## config.mk

```make
export PLATFORM = sky130hd
export DESIGN_NAME = link_param_monitor
export DESIGN_NICKNAME = d
export VERILOG_FILES = /design/src/hw/link_param_pkg.sv /design/src/hw/link_param_monitor.sv
export SDC_FILE = /design/constraint.sdc
export NUM_CORES = 1
export LEC_CHECK = 0
export BUFFER_PORTS_ARGS = -buffer_cell sky130_fd_sc_hd__clkbuf_2
export CORE_MARGIN = 4
export CORE_UTILIZATION = 49
export CTS_CLUSTER_DIAMETER = 120
export DETAILED_ROUTE_END_ITERATION = 10
export PLACE_DENSITY = 0.67
export SLEW_MARGIN = 5
export SYNTH_ARGS = -nofsm -noshare
export SYNTH_HDL_FRONTEND = slang
export SYNTH_SLANG_ARGS = --single-unit
```

## constraint.sdc

```tcl
create_clock -name i_sys_clk -period 4.1 [get_ports i_sys_clk]
set_clock_uncertainty 0.2 [all_clocks]
set_input_delay 0.82 -clock i_sys_clk [delete_from_list [all_inputs] [get_ports i_sys_clk]]
set_output_delay 0.82 -clock i_sys_clk [all_outputs]
set_load 0.02 [all_outputs]
```

## src/hw/link_param_pkg.sv

```systemverilog
// Package: register map, field layouts and carriers for the link parameter and error monitor
package link_param_pkg;

  // ----------------------------------------------------------------
  // Geometry
  // ----------------------------------------------------------------
  localparam int unsigned NUM_LANES  = 8;
  localparam int unsigned CNT_WIDTH  = 8;
  localparam int unsigned ADDR_WIDTH = 14;

  // ----------------------------------------------------------------
  // Register indices (byte address is four times the index)
  // ----------------------------------------------------------------
  localparam logic [11:0] IDX_CONV_PER_LINK  = 12'h456;
  localparam logic [11:0] IDX_CTRL_RES       = 12'h457;
  localparam logic [11:0] IDX_SUBCLASS_NP    = 12'h458;
  localparam logic [11:0] IDX_VERSION_S      = 12'h459;
  localparam logic [11:0] IDX_DENSITY_CF     = 12'h45a;
  localparam logic [11:0] IDX_SPARE_ONE      = 12'h45b;
  localparam logic [11:0] IDX_SPARE_TWO      = 12'h45c;
  localparam logic [11:0] IDX_CHECK_VALUE    = 12'h45d;
  localparam logic [11:0] IDX_ERR_MONITOR    = 12'h46b;
  localparam logic [11:0] IDX_ALIGN_ENABLE   = 12'h46c;
  localparam logic [11:0] IDX_FAULT_FLAGS    = 12'h46d;
  localparam logic [11:0] IDX_THRESHOLD      = 12'h47c;
  localparam logic [11:0] IDX_IRQ_STATUS     = 12'h480;
  localparam logic [11:0] IDX_IRQ_ENABLE     = 12'h481;
  localparam logic [11:0] IDX_IRQ_CLEAR      = 12'h482;

  // ----------------------------------------------------------------
  // Write masks (reserved bits stay zero)
  // ----------------------------------------------------------------
  localparam logic [7:0] MASK_FULL       = 8'hff;
  localparam logic [7:0] MASK_CTRL_RES   = 8'hdf;
  localparam logic [7:0] MASK_DENSITY_CF = 8'h9f;

  // ----------------------------------------------------------------
  // Reset values
  // ----------------------------------------------------------------
  localparam logic [7:0] RST_CONV_PER_LINK = 8'h01;
  localparam logic [7:0] RST_CTRL_RES      = 8'h0f;
  localparam logic [7:0] RST_SUBCLASS_NP   = 8'h2f;
  localparam logic [7:0] RST_VERSION_S     = 8'h20;
  localparam logic [7:0] RST_DENSITY_CF    = 8'h80;
  localparam logic [7:0] RST_SPARE         = 8'h00;
  localparam logic [7:0] RST_CHECK_VALUE   = 8'h45;
  localparam logic [7:0] RST_ALIGN_ENABLE  = 8'h0f;
  localparam logic [7:0] RST_THRESHOLD     = 8'hff;

  // ----------------------------------------------------------------
  // Field positions
  // ----------------------------------------------------------------
  localparam int unsigned LANE_PICK_LSB = 4;
  localparam int unsigned LANE_PICK_MSB = 6;
  localparam int unsigned TYPE_PICK_LSB = 0;
  localparam int unsigned TYPE_PICK_MSB = 1;
  localparam int unsigned SUBCLASS_LSB  = 5;
  localparam int unsigned SUBCLASS_MSB  = 7;
  localparam int unsigned SAMPLES_LSB   = 0;
  localparam int unsigned SAMPLES_MSB   = 4;
  localparam logic [4:0]  SAMPLES_MAX   = 5'h01;

  // Error counter kinds
  localparam logic [1:0] PICK_DISPARITY = 2'h0;
  localparam logic [1:0] PICK_INVALID   = 2'h1;
  localparam logic [1:0] PICK_STRAY     = 2'h2;

  localparam logic [7:0] BYTE_ZERO = 8'h00;

  // ----------------------------------------------------------------
  // Carriers
  // ----------------------------------------------------------------
  typedef struct packed {
    logic [NUM_LANES-1:0] disparity;
    logic [NUM_LANES-1:0] invalid_symbol;
    logic [NUM_LANES-1:0] stray_control;
  } lane_error_type;

  typedef struct packed {
    logic       ack;
    logic [7:0] data;
  } bus_reply_type;

endpackage : link_param_pkg

```

## src/hw/link_param_monitor.sv

```systemverilog
// Module: link parameter register bank with per-lane error counters over Wishbone
//
// The Wishbone slave port is this design's own decision.
`timescale 1ns/1ps

// ----------------------------------------------------------------
// Saturating error tally, one per lane and error kind
// ----------------------------------------------------------------
module error_tally
  import link_param_pkg::*;
#(
  parameter int unsigned WIDTH = CNT_WIDTH
) (
  input  wire logic             i_sys_clk,
  input  wire logic             i_reset,
  input  wire logic             i_event,
  output logic [WIDTH-1:0]      o_count
);

  typedef struct packed {
    logic [WIDTH-1:0] count;
  } tally_state_type;

  tally_state_type state_q;
  tally_state_type state_d;

  // Saturates so a flood cannot wrap back below the threshold
  always_comb begin
    state_d = state_q;
    if (i_event && !(&state_q.count)) begin
      state_d.count = state_q.count + 1'b1;
    end
  end

  always_ff @(posedge i_sys_clk) begin
    if (i_reset) begin
      state_q <= '0;
    end else begin
      state_q <= state_d;
    end
  end

  assign o_count = state_q.count;

endmodule : error_tally

// ----------------------------------------------------------------
// Per-lane threshold flag and sticky interrupt status
// ----------------------------------------------------------------
module fault_flag_cell
  import link_param_pkg::*;
#(
  parameter int unsigned WIDTH = CNT_WIDTH
) (
  input  wire logic             i_sys_clk,
  input  wire logic             i_reset,
  input  wire logic [WIDTH-1:0] i_count,
  input  wire logic [WIDTH-1:0] i_threshold,
  input  wire logic             i_clear,
  output logic                  o_flag,
  output logic                  o_status,
  output logic                  o_status_next
);

  typedef struct packed {
    logic flag;
    logic status;
  } flag_state_type;

  flag_state_type state_q;
  flag_state_type state_d;
  logic           reached;

  // Status takes the rising edge only, so a standing fault cannot refire after a clear
  always_comb begin
    reached        = (i_count >= i_threshold);
    state_d.flag   = reached;
    // Set wins when the edge and a clear land in the same cycle
    state_d.status = (state_q.status && !i_clear) || (reached && !state_q.flag);
  end

  always_ff @(posedge i_sys_clk) begin
    if (i_reset) begin
      state_q <= '0;
    end else begin
      state_q <= state_d;
    end
  end

  assign o_flag        = state_q.flag;
  assign o_status      = state_q.status;
  assign o_status_next = state_d.status;

endmodule : fault_flag_cell

// ----------------------------------------------------------------
// Register bank top
// ----------------------------------------------------------------
module link_param_monitor
  import link_param_pkg::*;
(
  input  wire logic                 i_sys_clk,
  input  wire logic                 i_reset,
  input  wire logic                 i_wb_cyc,
  input  wire logic                 i_wb_stb,
  input  wire logic                 i_wb_we,
  input  wire logic [ADDR_WIDTH-1:0] i_wb_adr,
  input  wire logic [31:0]          i_wb_dat,
  input  wire logic [3:0]           i_wb_sel,
  input  wire lane_error_type       i_lane_errors,
  output logic                      o_wb_ack,
  output logic [31:0]               o_wb_dat,
  output logic [NUM_LANES-1:0]      o_lane_align_enable,
  output logic [2:0]                o_subclass_version,
  output logic                      o_irq
);

  // ----------------------------------------------------------------
  // State
  // ----------------------------------------------------------------
  typedef struct packed {
    logic                 ack;
    logic [7:0]           rdata;
    logic [7:0]           conv_per_link;
    logic [7:0]           ctrl_res;
    logic [7:0]           subclass_np;
    logic [7:0]           version_s;
    logic [7:0]           density_cf;
    logic [7:0]           spare_one;
    logic [7:0]           spare_two;
    logic [7:0]           check_value;
    logic [2:0]           lane_pick;
    logic [1:0]           type_pick;
    logic [7:0]           align_enable;
    logic [7:0]           threshold;
    logic [NUM_LANES-1:0] irq_enable;
    logic                 irq;
  } state_type;

  state_type state_q;
  state_type state_d;

  // Counters and flags live in per-lane cells, each with its own packed state
  logic [CNT_WIDTH-1:0] disparity_fault_tally      [NUM_LANES];
  logic [CNT_WIDTH-1:0] invalid_symbol_tally       [NUM_LANES];
  logic [CNT_WIDTH-1:0] stray_control_symbol_tally [NUM_LANES];
  logic [NUM_LANES-1:0] disparity_fault_flags;
  logic [NUM_LANES-1:0] irq_status;
  logic [NUM_LANES-1:0] irq_status_next;
  logic [NUM_LANES-1:0] irq_clear;

  logic                  access;
  logic                  wr;
  logic [11:0]           idx;
  logic [7:0]            wdata;
  logic [7:0]            selected_error_count;

  // Only byte lane 0 carries data; one request acks in one cycle
  assign access = i_wb_cyc && i_wb_stb && !state_q.ack;
  assign wr     = access && i_wb_we && i_wb_sel[0];
  assign idx    = i_wb_adr[ADDR_WIDTH-1:2];
  assign wdata  = i_wb_dat[7:0];

  // Write-one-to-clear strobe for the sticky status bits
  assign irq_clear = (wr && idx == IDX_IRQ_CLEAR) ? wdata[NUM_LANES-1:0] : '0;

  // ----------------------------------------------------------------
  // Per-lane error tallies and fault flags
  // ----------------------------------------------------------------
  for (genvar l = 0; l < NUM_LANES; l++) begin : g_lane
    error_tally #(
      .WIDTH (CNT_WIDTH)
    ) u_disparity (
      .i_sys_clk (i_sys_clk),
      .i_reset   (i_reset),
      .i_event   (i_lane_errors.disparity[l]),
      .o_count   (disparity_fault_tally[l])
    );

    error_tally #(
      .WIDTH (CNT_WIDTH)
    ) u_invalid (
      .i_sys_clk (i_sys_clk),
      .i_reset   (i_reset),
      .i_event   (i_lane_errors.invalid_symbol[l]),
      .o_count   (invalid_symbol_tally[l])
    );

    error_tally #(
      .WIDTH (CNT_WIDTH)
    ) u_stray (
      .i_sys_clk (i_sys_clk),
      .i_reset   (i_reset),
      .i_event   (i_lane_errors.stray_control[l]),
      .o_count   (stray_control_symbol_tally[l])
    );

    fault_flag_cell #(
      .WIDTH (CNT_WIDTH)
    ) u_flag (
      .i_sys_clk     (i_sys_clk),
      .i_reset       (i_reset),
      .i_count       (disparity_fault_tally[l]),
      .i_threshold   (state_q.threshold),
      .i_clear       (irq_clear[l]),
      .o_flag        (disparity_fault_flags[l]),
      .o_status      (irq_status[l]),
      .o_status_next (irq_status_next[l])
    );
  end

  // ----------------------------------------------------------------
  // Monitor readback mux
  // ----------------------------------------------------------------
  always_comb begin
    case (state_q.type_pick)
      PICK_DISPARITY: selected_error_count = disparity_fault_tally[state_q.lane_pick];
      PICK_INVALID:   selected_error_count = invalid_symbol_tally[state_q.lane_pick];
      PICK_STRAY:     selected_error_count = stray_control_symbol_tally[state_q.lane_pick];
      default:        selected_error_count = BYTE_ZERO;
    endcase
  end

  // ----------------------------------------------------------------
  // Next state
  // ----------------------------------------------------------------
  always_comb begin
    state_d = state_q;
    state_d.ack = access;

    // Write decode
    if (wr) begin
      case (idx)
        IDX_CONV_PER_LINK: state_d.conv_per_link = wdata;
        IDX_CTRL_RES:      state_d.ctrl_res = wdata & MASK_CTRL_RES;
        IDX_SUBCLASS_NP:   state_d.subclass_np = wdata;
        IDX_VERSION_S: begin
          // Samples field only takes 0 or 1; other values leave it unchanged
          state_d.version_s[SUBCLASS_MSB:SUBCLASS_LSB] = wdata[SUBCLASS_MSB:SUBCLASS_LSB];
          if (wdata[SAMPLES_MSB:SAMPLES_LSB] <= SAMPLES_MAX) begin
            state_d.version_s[SAMPLES_MSB:SAMPLES_LSB] = wdata[SAMPLES_MSB:SAMPLES_LSB];
          end
        end
        IDX_DENSITY_CF:    state_d.density_cf = wdata & MASK_DENSITY_CF;
        IDX_SPARE_ONE:     state_d.spare_one = wdata;
        IDX_SPARE_TWO:     state_d.spare_two = wdata;
        IDX_CHECK_VALUE:   state_d.check_value = wdata;
        IDX_ERR_MONITOR: begin
          state_d.lane_pick = wdata[LANE_PICK_MSB:LANE_PICK_LSB];
          state_d.type_pick = wdata[TYPE_PICK_MSB:TYPE_PICK_LSB];
        end
        IDX_ALIGN_ENABLE:  state_d.align_enable = wdata;
        IDX_THRESHOLD:     state_d.threshold = wdata;
        IDX_IRQ_ENABLE:    state_d.irq_enable = wdata;
        IDX_IRQ_CLEAR:     ;  // Strobe decoded beside the lane cells
        default: ;
      endcase
    end

    // Level interrupt follows next status, so it lines up with the status bits
    state_d.irq = |(irq_status_next & state_d.irq_enable);

    // Read decode; unmapped addresses read zero
    case (idx)
      IDX_CONV_PER_LINK: state_d.rdata = state_q.conv_per_link;
      IDX_CTRL_RES:      state_d.rdata = state_q.ctrl_res;
      IDX_SUBCLASS_NP:   state_d.rdata = state_q.subclass_np;
      IDX_VERSION_S:     state_d.rdata = state_q.version_s;
      IDX_DENSITY_CF:    state_d.rdata = state_q.density_cf;
      IDX_SPARE_ONE:     state_d.rdata = state_q.spare_one;
      IDX_SPARE_TWO:     state_d.rdata = state_q.spare_two;
      IDX_CHECK_VALUE:   state_d.rdata = state_q.check_value;
      IDX_ERR_MONITOR:   state_d.rdata = selected_error_count;
      IDX_ALIGN_ENABLE:  state_d.rdata = state_q.align_enable;
      IDX_FAULT_FLAGS:   state_d.rdata = disparity_fault_flags;
      IDX_THRESHOLD:     state_d.rdata = state_q.threshold;
      IDX_IRQ_STATUS:    state_d.rdata = irq_status;
      IDX_IRQ_ENABLE:    state_d.rdata = state_q.irq_enable;
      default:           state_d.rdata = BYTE_ZERO;
    endcase
  end

  // ----------------------------------------------------------------
  // Registers
  // ----------------------------------------------------------------
  always_ff @(posedge i_sys_clk) begin
    if (i_reset) begin
      state_q               <= '0;
      state_q.conv_per_link <= RST_CONV_PER_LINK;
      state_q.ctrl_res      <= RST_CTRL_RES;
      state_q.subclass_np   <= RST_SUBCLASS_NP;
      state_q.version_s     <= RST_VERSION_S;
      state_q.density_cf    <= RST_DENSITY_CF;
      state_q.spare_one     <= RST_SPARE;
      state_q.spare_two     <= RST_SPARE;
      state_q.check_value   <= RST_CHECK_VALUE;
      state_q.align_enable  <= RST_ALIGN_ENABLE;
      state_q.threshold     <= RST_THRESHOLD;
    end else begin
      state_q <= state_d;
    end
  end

  // ----------------------------------------------------------------
  // Outputs
  // ----------------------------------------------------------------
  assign o_wb_ack            = state_q.ack;
  assign o_wb_dat            = {24'h000000, state_q.rdata};
  assign o_lane_align_enable = state_q.align_enable;
  assign o_subclass_version  = state_q.subclass_np[SUBCLASS_MSB:SUBCLASS_LSB];
  assign o_irq               = state_q.irq;

endmodule : link_param_monitor

```

==> impl_metrics.csv, run 1 <==
group,metric,value,unit
outcome,outcome,"finished, final reports clean",
synth,synth-main-ff-cell,"dfxtp_1",
power_and_ir_drop,p_total,6.76,mW
worst_setup_path,cp-startpoint,"i_wb_adr[10]",
cells_and_area,fillCellCount,2963,
synth,synth_cell_types,61,
die,initial_core_util,0.503,
die,core,32900,µm²
timing,worst_pin_slew,0.971,ns
die,io_pins,124,
route,post_drt_wl_per_cell,18.3,µm
synth,seq_area_frac_synth,0.373,
timing,timing_max_transition_violations_final,0,
worst_setup_path,worstSetupPathType,"in -> reg",
worst_setup_path,worst_setup_path_start_kind,"primary input",
cts,cts_inserted_buffers,35,
worst_setup_path,r2r_cells,7,
route,drtAntennaViolNets,0,
cts,cts_setup_buffers,0,
power_and_ir_drop,combinationalPowerShare,0.054,
cells_and_area,drive_gt1_frac,0.128,
worst_setup_path,r2r_start,"state_q[9]",
cts,clk_latency,0.52,ns
cells_and_area,nets,1996,
global_routing,track_usage,0.228,
synth,async_flop_share,0,
die,fp-row-count,66,
power_and_ir_drop,clock_power_share,0.486,
power_and_ir_drop,switching_share,0.233,
synth,netlist_instances,1809,
synth,synth.most_common_cell,"dfxtp_1",
placed_design,port_buffers,70,
placed_design,hpwl,30200,µm
cts,cts.clk_slew.worst_paths,0.06,ns
route,drc_errors,0,
placed_design,gp_congestion,0.939,
route,drt_first_pass_iters,5,
synth,synthTopCellsByArea,"dfxtp_1 37%, mux4_2 7.6%, ha_1 6.7%",
timing,post-route-period-util,0.784,
placed_design,place_ws,0.418,ns
synth,netlist.top_cell.by_area,"dfxtp_1",
synth,synth_edf_count,0,
timing,post-route-min-period,3.22,ns
synth,ys_ff_latch,308,
run,cap_violations,0,
timing,fin_ws,0.884,ns
cts,cts.sinks,308,
power_and_ir_drop,ir_worst_vdd,0.000291,V
global_routing,grt_pass1_vias,12500,
cells_and_area,syn_to_final_growth,10.4,%
route,vias,13200,
timing,rsz0062_at_grt,"false",
cts,cts_hold_buf,0,
worst_hold_path,min_path_cells,2,
cts,postCtsResizedCells,0,
route,drt-initial-drc-count,1092,
power_and_ir_drop,power.leakage,7.01,nW
power_and_ir_drop,intPower,5.18,mW
synth,netlist_area,16500,µm²
timing,tns,0,ns
synth,ys_warn_count,0,
timing,fmax,311,MHz
die,dieHeight,192,µm
cts,cts_tree,"built",
worst_hold_path,min_from,"state_q[34]",
die,fp.dieArea,36700,µm²
cts,cts_buffer_depth,3,
timing,slew-limit-headroom,0.353,
route,finalWirelength,42100,µm
power_and_ir_drop,p_sw,1.57,mW
cells_and_area,n_antenna_cell,0,
worst_hold_path,hp-class,"reg -> reg",
power_and_ir_drop,power.density,370,nW/µm²
worst_setup_path,cp-end-kind,"flop",
synth,netlist.area_leader.share,0.373,
worst_setup_path,critPathMaxFanout,11,
synth,syn_avg_cell_area,9.13,µm²
timing,setup_violations,0,
cts,htree_num_levels,2,
worst_setup_path,cp.required,4.26,ns
worst_setup_path,slowest_stage,"or4_1",
cts,root_buffer,"clkbuf_16",
route,viasPerCell,5.75,
global_routing,overflow,0,
timing,finalHoldViolCount,0,
global_routing,grt_max_degree,143,
global_routing,antenna_found_initial,0,
die,die_x,192,µm
global_routing,grt_pass1_wl,67600,µm
power_and_ir_drop,p_seq_frac,0.460,
worst_setup_path,slowest_delay,0.77,ns
worst_setup_path,path_cells,"clkbuf_2 > or3b_1 > or4_1 > o21ai_0 > o311ai_0 > a222oi_1 > a31oi_1",
synth,synth_common_cells,"308 x dfxtp_1, 265 x nor2_1, 138 x nand2_1, 104 x nand3_1",
worst_setup_path,arrival,3.38,ns
[flip-flops by register name, summed over array words and instances, names as in the netlist]
register / cells
state_q: 79
g_lane.u_disparity.o_count: 64
g_lane.u_invalid.o_count: 64
g_lane.u_stray.o_count: 64
g_lane.u_flag.o_flag: 8
g_lane.u_flag.o_status: 8
o_lane_align_enable: 8
o_wb_dat: 8
o_subclass_version: 3
o_irq: 1
o_wb_ack: 1
[power by group through the flow]
| stage | Clock, mW | Sequential (mW) | Combinational [mW] |
|---|---|---|---|
| 2_1_floorplan | 0 | 3.16 | 0.280 |
| 3_3_place_gp | 0 | 3.17 | 0.352 |
| 3_5_place_dp | 0 | 3.18 | 0.362 |
| 4_1_cts | 3.35 | 3.11 | 0.365 |
| 5_1_grt | 3.49 | 3.12 | 0.410 |
| 6_report | 3.28 | 3.11 | 0.364 |
[cell type report]
class | instances | area (µm²) | area share
Clock buffer | 46 | 1010 | 0.0553
Clock inverter | 18 | 226 | 0.0124
Inverter | 33 | 124 | 0.00679
Multi-Input combinational cell | 1365 | 9660 | 0.530
Sequential cell | 308 | 6170 | 0.338
Tap cell | 442 | 553 | 0.0303
Timing Repair Buffer | 86 | 492 | 0.0270
[per-stage QoR]
stage               hold slack (ns)  area [µm²]  std cells   util
CTS                           0.255       18200       2298  0.555
global route                  0.273       18200       2298  0.555
finish                        0.255       18200       2298  0.555
floorplan                     0.224       16600       1832      -
detailed placement            0.246       17000       2234  0.517
global placement              0.240       17000       2234  0.517
[placed cells by master, fill, tap and decap left out, types with 60 or more instances in the layout]
master	instances
nor2_1	265
dfxtp_1	306
nand2_1	138
mux2i_1	60
nand3_1	104
xor2_1	88
clkbuf_2	69
ha_1	88
xnor2_1	75
a21oi_1	68
[metal layers]
layer | GRT usage | up-vias | part of all wire
met1 | 0.319 | 6327 | 0.46
met2 | 0.370 | 389 | 0.46
met4 | 0.0693 | 0 | 0.027
li1 | - | 6422 | -
met5 | 0 | - | 0
met3 | 0.0325 | 72 | 0.057
[cells by family (layout without fill, tap and decap cells)]
logic type	Yosys count	count (layout)	share of synthesized area
XOR/XNOR	163	163	0.0864
adder cells (fa/ha/maj)	88	88	0.0666
multiplexers	132	132	0.124
flip-flops	308	308	0.373
AO/OA/AOI/OAI	233	233	0.0938
AND/OR/NAND/NOR	725	725	0.209
buffers and inverters	159	183	0.0473
other	1	24	0.000227
[path summary, 6_finish.rpt]
| check | slack, ns | to |
|---|---|---|
| worst max register to register | 1.05 | o_irq |
| worst max-delay path | 0.88 | o_irq |
| worst min register to register | 0.25 | state_q[34] |
| worst min-delay path | 0.25 | state_q[34] |
[worst max-delay path, delay by kind of cell]
family                 cells  cell delay, ns
AND/OR/NAND/NOR            2            1.32
AO/OA/AOI/OAI              4            1.16
buffers and inverters      1            0.08
Power figures use the tool's default switching activity.
==> run 2, diff against run 1 <==
clock period = 3.3 ns   (was 4.1 ns; I/O delays follow)
==> run 2 against run 1 <==
Core utilization is 0.48 points higher; worst setup slack lost 0.62 ns; clock-buffer cell count increased by 1; critical path depth is the same; register-to-register slack lost 0.78 ns.
==> impl_metrics.csv, run 2 (synthesis results as in run 1) <==
group,metric,value,unit
cts,htree_num_levels,2,
global_routing,track_usage,0.230,
cts,cts.clk_slew.worst_paths,0.06,ns
timing,post-route-period-util,0.919,
placed_design,gp_congestion,0.948,
cts,cts_tree,"built",
global_routing,grt_pass1_wl,67500,µm
route,finalWirelength,42300,µm
cells_and_area,final_common_cell,"dfxtp_1",
global_routing,grt_pass1_vias,12600,
route,drtAntennaViolNets,0,
worst_setup_path,worst_setup_path_start_kind,"flop",
timing,rsz0062_at_grt,"false",
timing,slew-limit-headroom,0.521,
cells_and_area,regMostFlops,"state_q",
cells_and_area,n_antenna_cell,0,
worst_setup_path,slowest_stage,"dfxtp_1",
cts,postCtsResizedCells,0,
cts,root_buffer,"clkbuf_16",
worst_setup_path,cp-end-kind,"flop",
route,drc_errors,0,
die,dieHeight,192,µm
cts,clk_latency,0.51,ns
route,drt-initial-drc-count,1197,
cts,cts_setup_buffers,0,
worst_hold_path,hp-class,"in -> reg",
cells_and_area,nets,2026,
worst_setup_path,reg2reg_slack,0.27,ns
worst_setup_path,arrival,3.19,ns
timing,worst_pin_slew,0.709,ns
cells_and_area,drive_gt1_frac,0.137,
die,initial_core_util,0.503,
power_and_ir_drop,ir_worst_vdd,0.000513,V
cts,cts.sinks,308,
cts,cts_hold_buf,0,
route,drt_first_pass_iters,6,
route,post_drt_wl_per_cell,18.2,µm
die,die_x,192,µm
route,vias,13300,
timing,fmax,330,MHz
cts,cts_buffer_depth,3,
timing,timing_max_transition_violations_final,0,
worst_setup_path,path_cells,"ha_1 > nand2b_1 > a2111oi_0 > or3_1 > o311ai_0 > a222oi_1 > a31oi_1",
cts,cts_inserted_buffers,35,
power_and_ir_drop,power.density,447,nW/µm²
worst_setup_path,slowest_delay,0.74,ns
cells_and_area,largest_reg_flops,79,
outcome,outcome,"finished, final reports clean",
placed_design,dp.cells,2264,
worst_setup_path,cp.required,3.46,ns
timing,finalHoldViolCount,0,
die,fp.dieArea,36700,µm²
placed_design,port_buffers,70,
die,io_pins,124,
timing,post-route-min-period,3.03,ns
route,viasPerCell,5.72,
timing,tns,0,ns
placed_design,hpwl,31100,µm
cells_and_area,syn_to_final_growth,11.3,%
worst_setup_path,worstSetupPathType,"reg -> reg",
worst_setup_path,critPathMaxFanout,10,
global_routing,antenna_found_initial,0,
global_routing,grt_max_degree,99,
power_and_ir_drop,power.leakage,7.13,nW
cells_and_area,fin_cells,2322,
cells_and_area,final_cell_mix,"306 x dfxtp_1, 265 x nor2_1, 138 x nand2_1",
run,cap_violations,0,
die,fp-row-count,66,
die,core,32900,µm²
timing,setup_violations,0,
global_routing,overflow,0,
run 2: final cells by class:
class	count	area, µm²
Fill cell	3000	14500
Inverter	33	124
Timing Repair Buffer	116	742
Tap cell	442	553
Multi-Input combinational cell	1365	9660
Clock buffer	47	981
Clock inverter	11	161
Sequential cell	308	6170
run 2: power by group:
part | total, mW | internal [mW] | switching (mW) | leakage, nW
Sequential | 3.87 | 3.78 | 0.0850 | 2.49
Clock | 3.89 | 2.39 | 1.51 | 0.562
Combinational | 0.462 | 0.176 | 0.286 | 4.08
Total | 8.22 | 6.35 | 1.88 | 7.13
run 2: path summary, 6_finish.rpt:
kind / start / end / cells past startpoint
worst max register to register: state_q[9] / o_irq / 7
worst min register to register: state_q[47] / state_q[47] / 2
worst max-delay path: state_q[9] / o_irq / 7
worst min-delay path: i_wb_dat[3] / o_lane_align_enable[3] / 2
run 2: through the flow:
stage / worst slack, ns / power (mW) / cell area [µm²] / hold slack (ns) / utilization
after global placement: 0.0517 / 4.39 / 17300 / 0.239 / 0.525
final: 0.267 / 8.22 / 18400 / 0.240 / 0.560
after floorplan: 0.261 / 4.27 / 16600 / 0.224 / -
after CTS: 0.346 / 8.33 / 18400 / 0.219 / 0.560
after detailed placement: 0.0398 / 4.41 / 17300 / 0.244 / 0.525
after global routing: 0.148 / 8.55 / 18400 / 0.229 / 0.560
run 2: critical path, delay by kind of cell (launching register included):
kind / cells / cell delay [ns]
AOI/OAI and AO/OA: 4 / 1.20
DFF: 1 / 0.74
adders and majority gates: 1 / 0.35
and+or+nand+nor: 2 / 0.40
run 2: per-layer routing:
metal / up-vias / track usage / share of wire
li1: 6489 / - / -
met2: 418 / 0.368 / 0.45
met3: 92 / 0.0382 / 0.068
met4: 0 / 0.0809 / 0.036
met5: - / 0 / 0
met1: 6278 / 0.315 / 0.45
